File: config.mk
export PLATFORM = sky130hd
export DESIGN_NAME = cssu_clock_ctrl
export DESIGN_NICKNAME = d
export VERILOG_FILES = /design/src/hw/cssu_clock_ctrl.v
export VERILOG_INCLUDE_DIRS = /design/src /design/src/pkg
export SDC_FILE = /design/constraint.sdc
export NUM_CORES = 1
export LEC_CHECK = 0
export BUFFER_PORTS_ARGS = -buffer_cell sky130_fd_sc_hd__buf_4
export CORE_AREA = 2 2 97 99
export CTS_BUF_LIST = sky130_fd_sc_hd__clkbuf_4 sky130_fd_sc_hd__clkbuf_8 sky130_fd_sc_hd__clkbuf_16
export DETAILED_ROUTE_END_ITERATION = 10
export DIE_AREA = 0 0 99 101
export PLACE_DENSITY = 0.76
export SYNTH_ARGS = -nofsm -noshare
export SYNTH_HDL_FRONTEND = slang
export SYNTH_SLANG_ARGS = --single-unit
export TNS_END_PERCENT = 50
File: constraint.sdc
create_clock -name clk -period 1.9 [get_ports clk]
set_input_delay 0.095 -clock clk [delete_from_list [all_inputs] [get_ports clk]]
set_output_delay 0.095 -clock clk [all_outputs]
set_load 0.02 [all_outputs]
File: src/pkg/cssu_defines.vh
// Register offsets, field positions, reset values and timing counts of the clock controller
`ifndef CSSU_DEFINES_VH
`define CSSU_DEFINES_VH
// Register offsets (word index on the plain register port)
`define CSSU_OFS_CTRL 3'h0
`define CSSU_OFS_DIV 3'h1
`define CSSU_OFS_FBD 3'h2
`define CSSU_OFS_TRIM 3'h3
`define CSSU_OFS_SEL_FUSE 3'h4
`define CSSU_OFS_CFG_FUSE 3'h5
// Control register fields
`define CSSU_CUR_HI 14
`define CSSU_CUR_LO 12
`define CSSU_NXT_HI 10
`define CSSU_NXT_LO 8
`define CSSU_SWLOCK_BIT 7
`define CSSU_PINLOCK_BIT 6
`define CSSU_PLLLOCK_BIT 5
`define CSSU_CFAIL_BIT 3
`define CSSU_SECEN_BIT 1
`define CSSU_SWREQ_BIT 0
// Implemented bit masks
`define CSSU_CTRL_MASK 16'h7_7EB
`define CSSU_DIV_MASK 16'hF_FDF
`define CSSU_FBD_MASK 16'h0_1FF
`define CSSU_TRIM_MASK 16'h0_03F
// Reset values
`define CSSU_CTRL_RST 16'h7_700
`define CSSU_DIV_RST 16'h3_040
`define CSSU_FBD_RST 16'h0_030
`define CSSU_TRIM_RST 16'h0_000
// Fuse fields
`define CSSU_TWO_SPEED_BIT 7
`define CSSU_INIT_HI 2
`define CSSU_INIT_LO 0
`define CSSU_SWDIS_BIT 7
`define CSSU_MONDIS_BIT 6
// Unlock codes for the control register bytes
`define CSSU_LO_KEY1 8'h46
`define CSSU_LO_KEY2 8'h57
`define CSSU_HI_KEY1 8'h78
`define CSSU_HI_KEY2 8'h9A
// Source codes
`define CSSU_SRC_FRC 3'h0
`define CSSU_SRC_FRCPLL 3'h1
`define CSSU_SRC_PRIPLL 3'h3
// Crystal start-up wait, in system clock cycles
`define CSSU_XTAL_WAIT 1024
// Byte-lane codes
`define CSSU_LANE_LO 2'h1
`define CSSU_LANE_HI 2'h2
`endif

File: src/hw/cssu_clock_ctrl.v
// Clock source switch controller with abort, sleep abort and two-speed start-up
// Summary of operation
// - Clearing the switch request while pending resets and aborts the switch logic.
// - Abort stops and resets the crystal timer and stops the loop unless the running source uses it.
// - Abort is accepted in every waiting stage of the switch.
// - A new switch request abandons the current one and starts afresh.
// - Low-byte write needs 0x46 then 0x57 unlock codes first.
// - Sleep during a switch aborts it, keeps old source, clears request.
// - Two-speed fuse set: power up on the fast RC source always.
// - Stay on fast RC until configured source is stable, then switch.
// - Turn fast RC off after two-speed switch unless monitor enabled.
// - Two-speed start-up runs even with clock switching disabled.
// - On completion current source field equals next source field.
// - Two-speed start-up to the RC source itself changes nothing.
// - Control register field layout as listed.
// - Divider, feedback and trim register field layout as listed.
// - Divider, feedback and trim registers take their documented reset values.
// - Control register reset value follows fuses; reset type has no effect.
// - Unimplemented bits read as zero.
// - Fuse register field layout as listed.
// - Trim codes raise RC frequency; code drives the RC trim output.
// - Unlocked byte is writable only in the next cycle.
// - Switch to the already running source is redundant and self-clears.
// - Switch config bits enable switching and monitor as decoded.
`timescale 1ns/100ps
`default_nettype none
`include "cssu_defines.vh"
module cssu_clock_ctrl #(
  parameter XTAL_WAIT = `CSSU_XTAL_WAIT
) (
  input wire clk, // System clock, 50 MHz
  input wire reset, // Synchronous reset, active high
  input wire por, // High with reset when the reset is a power-on one
  input wire [2:0] reg_addr, // Register word index
  input wire [15:0] reg_wdata, // Write data
  input wire [1:0] reg_lanes, // Byte lanes written: bit0 low, bit1 high
  input wire reg_wr, // Write strobe
  input wire reg_rd, // Read strobe
  output reg [15:0] reg_rdata_ff, // Read data, cycle after the read strobe
  input wire [15:0] sel_fuse, // Start-up source fuses
  input wire [15:0] cfg_fuse, // Oscillator configuration fuses
  input wire sleep_req, // Power-save instruction executing
  input wire src_ready_pin, // New oscillator running, asynchronous
  input wire pll_lock_pin, // Loop locked, asynchronous
  input wire clk_fail, // Monitor detected clock failure, one pulse
  output reg [2:0] sys_src_ff, // Source driving the system clock
  output reg [2:0] osc_on_src_ff, // Source being started for a switch
  output reg osc_start_ff, // Start the new oscillator
  output reg pll_run_ff, // Run the loop
  output reg frc_on_ff, // Fast RC oscillator enabled
  output reg [5:0] rc_trim_ff, // RC trim code to the oscillator
  output reg sleep_ack_ff // Sleep may proceed
);
  localparam ST_IDLE = 4'b0001;
  localparam ST_XTAL = 4'b0010;
  localparam ST_LOCK = 4'b0100;
  localparam ST_DONE = 4'b1000;

  // Sequencer stages, one-hot
  // Idle: no switch under way, the running source is current_source_sel, but fast RC after a reset with two-speed fuse clear
  // Xtal: new source enabled, start-up timer and ready pin awaited
  // Lock: new source runs, loop lock awaited before the hand-over
  // Done: one cycle in which the system clock moves to the new source
  // Only Xtal and Lock can be aborted; Done is a single committed step,
  // so an abort there would race the hand-over and is not offered
  // Register file: control, divider, loop feedback
  reg [15:0] ctrl_ff;
  reg [15:0] div_ff;
  reg [15:0] fbd_ff;
  // Sequencer state and its next value
  reg [3:0] state_ff;
  reg [3:0] nxt_state;
  // Crystal start-up countdown; zero for sources that need no wait
  reg [15:0] xtal_cnt_ff;
  reg [1:0] lo_key_ff; // Low unlock progress: 1 first key seen, 2 unlocked
  reg [1:0] hi_key_ff; // High unlock progress, same coding
  // Set once the fuse load after reset has been taken
  reg two_speed_ff;
  // Synchroniser flops; only the second stage is read by logic
  reg rdy_s1_ff;
  reg rdy_s2_ff;
  reg lock_s1_ff;
  reg lock_s2_ff;

  // Decoder for sources needing the loop
  function uses_pll;
    input [2:0] src;
    begin
      uses_pll = (src == `CSSU_SRC_FRCPLL) || (src == `CSSU_SRC_PRIPLL);
    end
  endfunction

  // Crystal sources need the start-up timer
  function is_xtal;
    input [2:0] src;
    begin
      is_xtal = (src == 3'h2) || (src == 3'h3) || (src == 3'h4);
    end
  endfunction

  wire sw_disabled = cfg_fuse[`CSSU_SWDIS_BIT];
  wire mon_enabled = !cfg_fuse[`CSSU_SWDIS_BIT] && !cfg_fuse[`CSSU_MONDIS_BIT];
  wire [2:0] init_src = sel_fuse[`CSSU_INIT_HI:`CSSU_INIT_LO];
  wire [2:0] cur_src = ctrl_ff[`CSSU_CUR_HI:`CSSU_CUR_LO];
  wire [2:0] nxt_src = ctrl_ff[`CSSU_NXT_HI:`CSSU_NXT_LO];
  wire wr_ctrl = reg_wr && (reg_addr == `CSSU_OFS_CTRL);
  wire lo_open = lo_key_ff == 2'h2;
  wire hi_open = hi_key_ff == 2'h2;
  wire wr_lo = wr_ctrl && reg_lanes[0] && lo_open;
  wire wr_hi = wr_ctrl && reg_lanes[1] && hi_open;
  wire req_set = wr_lo && reg_wdata[`CSSU_SWREQ_BIT] && !sw_disabled;
  wire req_clr = wr_lo && !reg_wdata[`CSSU_SWREQ_BIT];
  wire ready_ok = rdy_s2_ff;
  wire lock_ok = lock_s2_ff;

  // Two-flop synchronisers for the oscillator status pins
  // The status pins come from free-running analogue blocks, so a
  // single flop could go metastable; two cycles of latency are cheap
  // against the start-up times involved
  always @(posedge clk) begin
    if (reset) begin
      rdy_s1_ff <= 1'b0;
      rdy_s2_ff <= 1'b0;
      lock_s1_ff <= 1'b0;
      lock_s2_ff <= 1'b0;
    end else begin
      rdy_s1_ff <= src_ready_pin;
      rdy_s2_ff <= rdy_s1_ff;
      lock_s1_ff <= pll_lock_pin;
      lock_s2_ff <= lock_s1_ff;
    end
  end

  // Unlock sequence trackers; a key must follow the other directly
  // Any other cycle, idle ones included, drops the tracker back to
  // locked, so the byte is open for exactly one cycle after key two
  always @(posedge clk) begin
    if (reset) begin
      lo_key_ff <= 2'h0;
      hi_key_ff <= 2'h0;
    end else begin
      if (wr_ctrl && reg_lanes == `CSSU_LANE_LO && lo_key_ff != 2'h2 &&
          reg_wdata[7:0] == `CSSU_LO_KEY1)
        lo_key_ff <= 2'h1;
      else if (wr_ctrl && reg_lanes == `CSSU_LANE_LO && lo_key_ff == 2'h1 &&
               reg_wdata[7:0] == `CSSU_LO_KEY2)
        lo_key_ff <= 2'h2;
      else
        lo_key_ff <= 2'h0;
      if (wr_ctrl && reg_lanes == `CSSU_LANE_HI && hi_key_ff != 2'h2 &&
          reg_wdata[15:8] == `CSSU_HI_KEY1)
        hi_key_ff <= 2'h1;
      else if (wr_ctrl && reg_lanes == `CSSU_LANE_HI && hi_key_ff == 2'h1 &&
               reg_wdata[15:8] == `CSSU_HI_KEY2)
        hi_key_ff <= 2'h2;
      else
        hi_key_ff <= 2'h0;
    end
  end

  // Switch sequencer: each waiting stage falls back to idle on abort
  always @* begin
    nxt_state = state_ff;
    case (state_ff)
      ST_IDLE: begin
        if (ctrl_ff[`CSSU_SWREQ_BIT] && nxt_src != cur_src)
          nxt_state = ST_XTAL;
      end
      ST_XTAL: begin
        if (xtal_cnt_ff == 16'h0_000 && ready_ok)
          nxt_state = uses_pll(osc_on_src_ff) ? ST_LOCK : ST_DONE;
      end
      ST_LOCK: begin
        if (lock_ok)
          nxt_state = ST_DONE;
      end
      ST_DONE: nxt_state = ST_IDLE;
      default: nxt_state = ST_IDLE;
    endcase
    if (state_ff != ST_IDLE && state_ff != ST_DONE &&
        (req_clr || req_set || sleep_req))
      nxt_state = ST_IDLE;
  end

  // Sequencer state, crystal timer and oscillator enables
  always @(posedge clk) begin
    if (reset) begin
      state_ff <= ST_IDLE;
      xtal_cnt_ff <= 16'h0_000;
      osc_on_src_ff <= `CSSU_SRC_FRC;
      osc_start_ff <= 1'b0;
      pll_run_ff <= 1'b0;
      sleep_ack_ff <= 1'b0;
    end else begin
      state_ff <= nxt_state;
      sleep_ack_ff <= sleep_req;
      if (nxt_state == ST_XTAL && state_ff != ST_XTAL) begin
        osc_on_src_ff <= nxt_src;
        osc_start_ff <= 1'b1;
        pll_run_ff <= uses_pll(nxt_src);
        xtal_cnt_ff <= is_xtal(nxt_src) ? XTAL_WAIT[15:0] : 16'h0_000;
      end else if (nxt_state == ST_IDLE && state_ff != ST_DONE &&
                   state_ff != ST_IDLE) begin
        osc_start_ff <= 1'b0;
        pll_run_ff <= uses_pll(sys_src_ff);
        xtal_cnt_ff <= 16'h0_000;
      end else if (state_ff == ST_XTAL && xtal_cnt_ff != 16'h0_000) begin
        xtal_cnt_ff <= xtal_cnt_ff - 16'h0_001;
      end else if (state_ff == ST_DONE) begin
        osc_start_ff <= 1'b0;
      end
    end
  end

  // System clock selection and fast RC enable
  // The fast RC must be running again whenever it becomes the source;
  // otherwise a switch back to it would leave the system clock dead
  always @(posedge clk) begin
    if (reset) begin
      sys_src_ff <= `CSSU_SRC_FRC;
      frc_on_ff <= 1'b1;
    end else if (state_ff == ST_DONE) begin
      sys_src_ff <= osc_on_src_ff;
      if (osc_on_src_ff != `CSSU_SRC_FRC && osc_on_src_ff != `CSSU_SRC_FRCPLL)
        frc_on_ff <= mon_enabled;
      else
        frc_on_ff <= 1'b1;
    end else if (state_ff == ST_XTAL &&
                 (osc_on_src_ff == `CSSU_SRC_FRC || osc_on_src_ff == `CSSU_SRC_FRCPLL)) begin
      frc_on_ff <= 1'b1;
    end
  end

  // Control register; every reset, power-on or not, clears the sticky locks
  // Reset parks current_source_sel at 7 as a marker; the first cycle
  // after release replaces it from the fuses, which is why the first
  // software request must wait one cycle after reset
  always @(posedge clk) begin
    if (reset) begin
      two_speed_ff <= 1'b0;
      ctrl_ff <= `CSSU_CTRL_RST;
    end else if (state_ff == ST_IDLE && two_speed_ff == 1'b0 && ctrl_ff == 16'hF_FFF) begin
      ctrl_ff <= ctrl_ff;
    end else begin
      if (two_speed_ff == 1'b0 && ctrl_ff[15]) begin
        ctrl_ff[15] <= 1'b0;
      end
      if (wr_hi)
        ctrl_ff[`CSSU_NXT_HI:`CSSU_NXT_LO] <= reg_wdata[`CSSU_NXT_HI:`CSSU_NXT_LO];
      if (wr_lo) begin
        if (reg_wdata[`CSSU_SWLOCK_BIT])
          ctrl_ff[`CSSU_SWLOCK_BIT] <= 1'b1;
        if (reg_wdata[`CSSU_PINLOCK_BIT] || !cfg_fuse[5])
          ctrl_ff[`CSSU_PINLOCK_BIT] <= reg_wdata[`CSSU_PINLOCK_BIT];
        ctrl_ff[`CSSU_SECEN_BIT] <= reg_wdata[`CSSU_SECEN_BIT];
        if (req_clr)
          ctrl_ff[`CSSU_SWREQ_BIT] <= 1'b0;
        if (req_set && !ctrl_ff[`CSSU_SWLOCK_BIT])
          ctrl_ff[`CSSU_SWREQ_BIT] <= 1'b1;
        if (req_set)
          ctrl_ff[`CSSU_PLLLOCK_BIT] <= 1'b0;
      end
      if (clk_fail)
        ctrl_ff[`CSSU_CFAIL_BIT] <= 1'b1; // Set wins over clear
      else if (wr_lo && !reg_wdata[`CSSU_CFAIL_BIT])
        ctrl_ff[`CSSU_CFAIL_BIT] <= 1'b0;
      if (lock_ok && pll_run_ff)
        ctrl_ff[`CSSU_PLLLOCK_BIT] <= 1'b1;
      if (state_ff == ST_IDLE && ctrl_ff[`CSSU_SWREQ_BIT] && nxt_src == cur_src && !req_set)
        ctrl_ff[`CSSU_SWREQ_BIT] <= 1'b0;
      if (sleep_req && state_ff != ST_IDLE && !req_set)
        ctrl_ff[`CSSU_SWREQ_BIT] <= 1'b0;
      if (state_ff == ST_DONE) begin
        ctrl_ff[`CSSU_CUR_HI:`CSSU_CUR_LO] <= osc_on_src_ff;
        ctrl_ff[`CSSU_NXT_HI:`CSSU_NXT_LO] <= osc_on_src_ff;
        if (!req_set)
          ctrl_ff[`CSSU_SWREQ_BIT] <= 1'b0;
        two_speed_ff <= 1'b1;
      end
      // Reset load of source fields taken one cycle after release
      if (!two_speed_ff && state_ff == ST_IDLE && !ctrl_ff[`CSSU_SWREQ_BIT] &&
          ctrl_ff[`CSSU_CUR_HI:`CSSU_CUR_LO] == 3'h7) begin
        two_speed_ff <= 1'b1;
        if (!por)
          ctrl_ff[`CSSU_SWLOCK_BIT] <= ctrl_ff[`CSSU_SWLOCK_BIT];
        if (sel_fuse[`CSSU_TWO_SPEED_BIT] && init_src != `CSSU_SRC_FRC) begin
          ctrl_ff[`CSSU_CUR_HI:`CSSU_CUR_LO] <= `CSSU_SRC_FRC;
          ctrl_ff[`CSSU_NXT_HI:`CSSU_NXT_LO] <= init_src;
          ctrl_ff[`CSSU_SWREQ_BIT] <= 1'b1;
        end else begin
          ctrl_ff[`CSSU_CUR_HI:`CSSU_CUR_LO] <= init_src;
          ctrl_ff[`CSSU_NXT_HI:`CSSU_NXT_LO] <= init_src;
        end
      end
    end
  end

  // Divider, feedback and trim registers; plain writes with lane enables
  always @(posedge clk) begin
    if (reset) begin
      div_ff <= `CSSU_DIV_RST;
      fbd_ff <= `CSSU_FBD_RST;
      rc_trim_ff <= 6'h00;
    end else if (reg_wr) begin
      if (reg_addr == `CSSU_OFS_DIV) begin
        if (reg_lanes[0])
          div_ff[7:0] <= reg_wdata[7:0];
        if (reg_lanes[1])
          div_ff[15:8] <= reg_wdata[15:8];
      end
      if (reg_addr == `CSSU_OFS_FBD) begin
        if (reg_lanes[0])
          fbd_ff[7:0] <= reg_wdata[7:0];
        if (reg_lanes[1])
          fbd_ff[8] <= reg_wdata[8];
      end
      if (reg_addr == `CSSU_OFS_TRIM && reg_lanes[0])
        rc_trim_ff <= reg_wdata[5:0];
    end
  end

  // Read mux; unmapped offsets and unimplemented bits return zero
  always @(posedge clk) begin
    if (reset) begin
      reg_rdata_ff <= 16'h0_000;
    end else if (reg_rd) begin
      case (reg_addr)
        `CSSU_OFS_CTRL: reg_rdata_ff <= ctrl_ff & `CSSU_CTRL_MASK;
        `CSSU_OFS_DIV: reg_rdata_ff <= div_ff & `CSSU_DIV_MASK;
        `CSSU_OFS_FBD: reg_rdata_ff <= fbd_ff & `CSSU_FBD_MASK;
        `CSSU_OFS_TRIM: reg_rdata_ff <= {10'h000, rc_trim_ff};
        `CSSU_OFS_SEL_FUSE: reg_rdata_ff <= sel_fuse & 16'h0_0A7;
        `CSSU_OFS_CFG_FUSE: reg_rdata_ff <= cfg_fuse & 16'h0_0E7;
        default: reg_rdata_ff <= 16'h0_000;
      endcase
    end else begin
      reg_rdata_ff <= 16'h0_000;
    end
  end
endmodule
`default_nettype wire

==> out/qor.yml, run 1 <==
cells_and_area:
  multiInputGateArea_sq_mm: 0.002338
  nets: 659
  seqCellArea_sq_mm: 0.001949
  final_core_util_pct: 63.11
  area_growth_pct: 30.94
  final_area_sq_mm: 0.005665
  num-fill-cells: 731
  layout-drive-gt1-share_pct: 25.67
  diodes: 0
setup_path:
  crit_family: "simple AND/OR/NAND/NOR gates"
  reg2reg_slack_ps: 10
  critPathRequiredTime_ps: 2150
  crit_arrival_ps: 2140
  worstSetupEndpointType: "flip-flop"
  critPathLaunchType: "flip-flop"
  path_buf_inv: 1
  cp_cell_sequence: "buf_4, nor4b_4, nand3_2, and3_4, a2111oi_2, o21bai_1"
  critical_path_class: "flip-flop to flip-flop"
  cp_max_fo: 6
  cpMaxStageDelayCell: "nor4b_4"
  cpPeakStageDelay_ps: 390
sta:
  finalCritPeriodShare_pct: 99.35
  setup_viol: 0
  fin_worst_skew_ps: 8.944
  rsz0062_at_grt: "true"
  timing.hold.ws_ps: 10.64
  worstMarginPinSlew_ps: 461.3
  min_period_ps: 1888
  fmax_mhz: 529.8
  drv_slew: 0
  finalSetupTns_ps: 0
  max_slew_margin_pct: 69.25
  hold_viol: 0
hold_path:
  hold_path_class: "primary input to flip-flop"
die:
  io_pins: 94
  dieArea_sq_mm: 0.009999
  num_rows: 35
  die_x_microns: 99
  start_util_pct: 48.20
  core_sq_mm: 0.008977
  die_h_microns: 101
cts:
  cts_tree: "yes"
  htreeDepth: 3
  path_clk_slew_ps: 90
  cts-root-buf: "clkbuf_8"
  clock_latency_ps: 370
  cts.sinks: 97
  numCtsBuffers: 9
  cts_buffer_depth: 2
synth:
  synth.area.top_cells: "dfxtp_1 45%, nor2_1 6.9%, mux2i_1 6.0%"
  syn_nets: 547
  yosys_warnings: 0
  ys.flop_type: "dfxtp_1"
  synth_edf_count: 0
  syn_area_sq_mm: 0.004327
  synth.ff_latch_count: 97
  synth_common_cells: "97 x dfxtp_1, 80 x nor2_1, 44 x nand2_1, 26 x a21oi_1, 26 x mux2i_1"
  yosysSeqAreaShare_pct: 44.88
  synth.distinct_cells: 59
  synth_top_area_share_pct: 44.88
  yosysMostFrequentCell: "dfxtp_1"
  synth_cells: 483
  syn_area_per_cell_sq_um: 8.958
  yosysTopAreaCell: "dfxtp_1"
  synthArstFlopShare_pct: 0
global_routing:
  grt.overflow.total: 0
  grt_usage_pct: 23.35
  grt_pass1_vias: 3781
  antenna_found_initial: 0
  grt_max_degree: 43
  grt_pass1_wl_microns: 18590
route:
  drt_iter0_drc: 307
  viasPerCell: 5.693
  wire_per_inst_microns: 16.21
  vias: 4048
  routed_wl_microns: 11520
  antenna_left: 0
  dr.pass1.iters: 7
  drc: 0
placement:
  placed_area_sq_mm: 0.005119
  hpwlAfterDp_microns: 8249
  gp_congestion: 0.8657
  port_buffers: 72
power:
  ir_drop_v: 0.0005718
  p_sw_share_pct: 31.97
  clkPwrFrac_pct: 28.6
  p_leak_nw: 2.300
  power.internal_mw: 3.723
  power.density_mw_per_mm2: 965.9
  seqPwrFrac_pct: 42.8
  power_mw: 5.472
  p_switching_mw: 1.750
  p_comb_share_pct: 28.7
run:
  cap_violations: 0
run_status:
  outcome: "complete, no violations"
kinds of logic after synthesis:
logic type / count (synthesis) / synth area share [%]
and+or+nand+nor: 229 / 28.37
DFF: 97 / 44.88
AOI/OAI and AO/OA: 80 / 12.90
buffers and inverters: 29 / 2.776
muxes: 29 / 7.056
xor gates and xnor gates: 17 / 3.441
adders and majority gates: 2 / 0.5783
worst reg2reg max path: stages (launching register included):
cell and delay [ps]:
dfxtp_2 340, buf_4 150, nor4b_4 390, nand3_2 190, and3_4 230, a2111oi_2 380, o21bai_1 100
cell usage in the layout (no fill, tap or decap), drive strengths merged, types with 8 or more instances in the layout:
cell type and n:
xor2 15, dlygate4sd3 16, nor2 80, dfxtp 97
nand2 44, nor2b 15, nand3 16, a21oi 26
nor3 12, a22oi 8, clkbuf 11, buf 107
and3 10, inv 8, mux2i 26
layer usage:
layer | vias to the layer above | track usage (%) | part of all wire, %
met5 | - | 0 | 0
met4 | 0 | 7.376 | 1.6
met3 | 18 | 3.745 | 6.2
met2 | 157 | 39.29 | 49
met1 | 1931 | 30.87 | 44
li1 | 1942 | - | -
worst paths after layout:
path / from / to / cells after the start
worst max-delay path: state_ff[3] / ctrl_ff[8] / 6
worst min-delay path: reg_wdata[3] / div_ff[3] / 3
worst max register to register: state_ff[3] / ctrl_ff[8] / 6
worst min register to register: rdy_s1_ff / rdy_s2_ff / 1
power by group through the flow:
| stage | combinational (mW) | sequential, mW | clock, mW |
|---|---|---|---|
| detailed placement | 1.32 | 2.38 | 0 |
| global placement | 1.28 | 2.37 | 0 |
| finish | 1.57 | 2.34 | 1.56 |
| global route | 1.72 | 2.36 | 1.65 |
| CTS | 1.35 | 2.33 | 1.57 |
| floorplan | 0.835 | 2.38 | 0 |
through the flow:
step	cells	setup WS, ps
3_5_place_dp	671	41.82
3_3_place_gp	671	80.58
5_1_grt	711	-90.04
4_1_cts	704	31.72
2_1_floorplan	483	151.3
6_report	711	12.38
registers in the layout (all words and copies together), names as in the netlist, 3 cells and up:
name / flops
sys_src_ff: 3
osc_on_src_ff: 3
ctrl_ff: 12
xtal_cnt_ff: 16
reg_rdata_ff: 16
rc_trim_ff: 6
state_ff: 4
div_ff: 15
fbd_ff: 9
timing repair:
item,4_1_cts,5_1_grt
gates resized for setup,0,20
hold endpoints to repair,21,0
hold buffers,17,0
endpoints found under the setup margin,0,18
buffers inserted,0,7
final cells by class:
type                            instances  area share [%]
Clock buffer                           11           2.672
Sequential cell                        97           34.41
Timing Repair Buffer                  124           17.29
Clock inverter                          5           1.502
Inverter                                6          0.3975
Multi-Input combinational cell        357           41.28
Tap cell                              111           2.451
No activity file was read; power rests on OpenSTA's default activity.
==> run 2: changes to the inputs <==
- clock period: 1.9 -> 1.6 ns (I/O delays scaled with it)
==> out/qor.yml, run 2 (synthesized netlist as in run 1, its figures left out) <==
route:
  drc: 0  # unchanged
  dr.pass1.iters: 5  # -2
  antenna_left: 0  # unchanged
  wire_per_inst_microns: 18.20  # +12%
  viasPerCell: 5.818  # +2.2%
  routed_wl_microns: 13670  # +19%
  vias: 4369  # +7.9%
  drt_iter0_drc: 275  # -10%
sta:
  setup_viol: 28  # +28
  min_period_ps: 1794  # -93.25 ps
  fmax_mhz: 557.3  # +5.2%
  setup_ws_ps: -194.4  # -206.8 ps
  drv_slew: 0  # unchanged
  max_slew_margin_pct: 66.21  # -3.0 points
  fin_worst_skew_ps: 14.58  # +5.640 ps
  timing.hold.ws_ps: -12.01  # -22.65 ps
  hold_viol: 2  # +2
  rsz0062_at_grt: "true"
  finalCritPeriodShare_pct: 112.1  # +13 points
  worstMarginPinSlew_ps: 505.1  # +43.79 ps
placement:
  port_buffers: 72  # unchanged
  gp_congestion: 0.8714  # +0.66%
  hpwlAfterDp_microns: 8610  # +4.4%
run:
  cap_violations: 0  # unchanged
setup_path:
  path_buf_inv: 2  # +1
  crit_arrival_ps: 2040  # -100 ps
  worstSetupEndpointType: "flip-flop"
  cpMaxStageDelayCell: "dfxtp_2"
  cp_cell_sequence: "inv_2, ha_4, nor4b_4, buf_4, nand4_1, and2_4, nor2_1, a311oi_2"
  critPathRequiredTime_ps: 1840  # -310 ps
  cp_max_fo: 4  # -2
  reg2reg_slack_ps: -190  # -210 ps
  critical_path_class: "flip-flop to flip-flop"
  critPathLaunchType: "flip-flop"
  r2r-start: "xtal_cnt_ff[0]"
  r2r_end: "xtal_cnt_ff[10]"
  cpPeakStageDelay_ps: 340  # -50 ps
  r2r_cells: 8  # +2
  crit_family: "simple AND/OR/NAND/NOR gates"
run_status:
  violations: "hold timing, setup timing"
  outcome: "complete, but fails checks"
cts:
  cts_buffer_depth: 2  # unchanged
  cts-root-buf: "clkbuf_8"
  cts_tree: "yes"
  numCtsBuffers: 9  # unchanged
  cts.sinks: 97  # unchanged
  path_clk_slew_ps: 100  # about the same
  clock_latency_ps: 390  # +20 ps
  htreeDepth: 3  # unchanged
hold_path:
  hold_path_end: "sleep_ack_ff"
  hold_path_class: "primary input to flip-flop"
  worstHoldStart: "sleep_req"
  hold_depth: 2  # -1
global_routing:
  grt.overflow.total: 0  # unchanged
  grt_max_degree: 63  # +47%
  grt_pass1_vias: 4171  # +10%
  grt_busiest_layer: "met2"
  grt_pass1_wl_microns: 20330  # +9.4%
  antenna_found_initial: 0  # unchanged
  grt_usage_pct: 25.37  # +2.0 points
  use_met2_pct: 42.26  # +3.0 points
  grtUsageMet1_pct: 33.48  # +2.6 points
  global_route.usage.met3_pct: 4.161  # +0.42 points
power:
  p_leak_nw: 2.537  # +10%
  ir_drop_v: 0.0005457  # -4.6%
  power.density_mw_per_mm2: 1125  # +16%
die:
  dieArea_sq_mm: 0.009999  # unchanged
  core_sq_mm: 0.008977  # unchanged
  start_util_pct: 48.20  # unchanged
  die_x_microns: 99  # unchanged
  num_rows: 35  # unchanged
  io_pins: 94  # unchanged
  die_h_microns: 101  # unchanged
cells_and_area:
  nets: 699  # +6.1%
  final_core_util_pct: 71.05  # +7.9 points
  largestRegisters: "reg_rdata_ff x16, xtal_cnt_ff x16, div_ff x15"
  layout_common_cells: "129 x buf_4, 89 x dfxtp_1, 75 x nor2_1"
  final_common_cell: "buf_4"
  layout-drive-gt1-share_pct: 36.88  # +11 points
  diodes: 0  # unchanged
  area_growth_pct: 47.43
[run 2: worst register-to-register path: stages (launching register included)]
cell and delay (ps):
dfxtp_2 340, inv_2 70, ha_4 120, nor4b_4 170, buf_4 160, nand4_1 230, and2_4 280, nor2_1 160
a311oi_2 120
[run 2: layout make-up]
cell class,instances,area (sq um)
clock buffers,9,123.9
clock inverters,7,83.83
fillers,602,2599
inverters,6,22.52
multi-input cells,358,2679
flip-flops and latches,97,1964
well taps,111,138.9
repair buffers,163,1366
[run 2: stage by stage]
step	setup WS (ps)	cells	power [mW]	instance area, sq um	setup TNS (ps)
after global placement	-176.2	703	4.661	5464	-1622
after CTS	-80.08	746	6.777	6135	-982.9
after floorplan	-85.77	483	3.952	4408	-269.3
after detailed placement	-244.5	703	4.709	5464	-3845
final	-194.4	751	7.178	6379	-2725
after global routing	-235.2	751	7.445	6379	-4527
[run 2: worst max path at each step]
stage | startpoint | endpoint | slack [ps] | depth (start not counted)
2_1_floorplan | state_ff[1] | ctrl_ff[8] | -90 | 5
3_3_place_gp | ctrl_ff[14] | ctrl_ff[8] | -180 | 5
3_5_place_dp | ctrl_ff[14] | ctrl_ff[9] | -240 | 5
4_1_cts | state_ff[2] | ctrl_ff[9] | -80 | 4
5_1_grt | xtal_cnt_ff[0] | xtal_cnt_ff[10] | -240 | 8
6_report | xtal_cnt_ff[0] | xtal_cnt_ff[10] | -190 | 8
[run 2: power by group]
group	leakage [nW]	total, mW	switching, mW	internal [mW]
sequential	0.790	2.80	0.217	2.58
combinational	1.64	2.65	1.39	1.27
clock	0.108	1.72	0.967	0.756
[run 2: repair_timing]
item | in CTS | in global routing
pin swaps | 17 | 33
gates resized for setup | 35 | 51
endpoints found under the setup margin | 30 | 34
hold endpoints to repair | 34 | 0
buffers inserted | 3 | 5
cloned | 2 | 1
hold buffers | 22 | 0
[run 2: layer usage]
layer  share of wire [%]  vias up
met1                  42     2093
li1                    -     2045
met5                   0        -
met3                 6.8       29
met2                  49      202
met4                 2.3        0
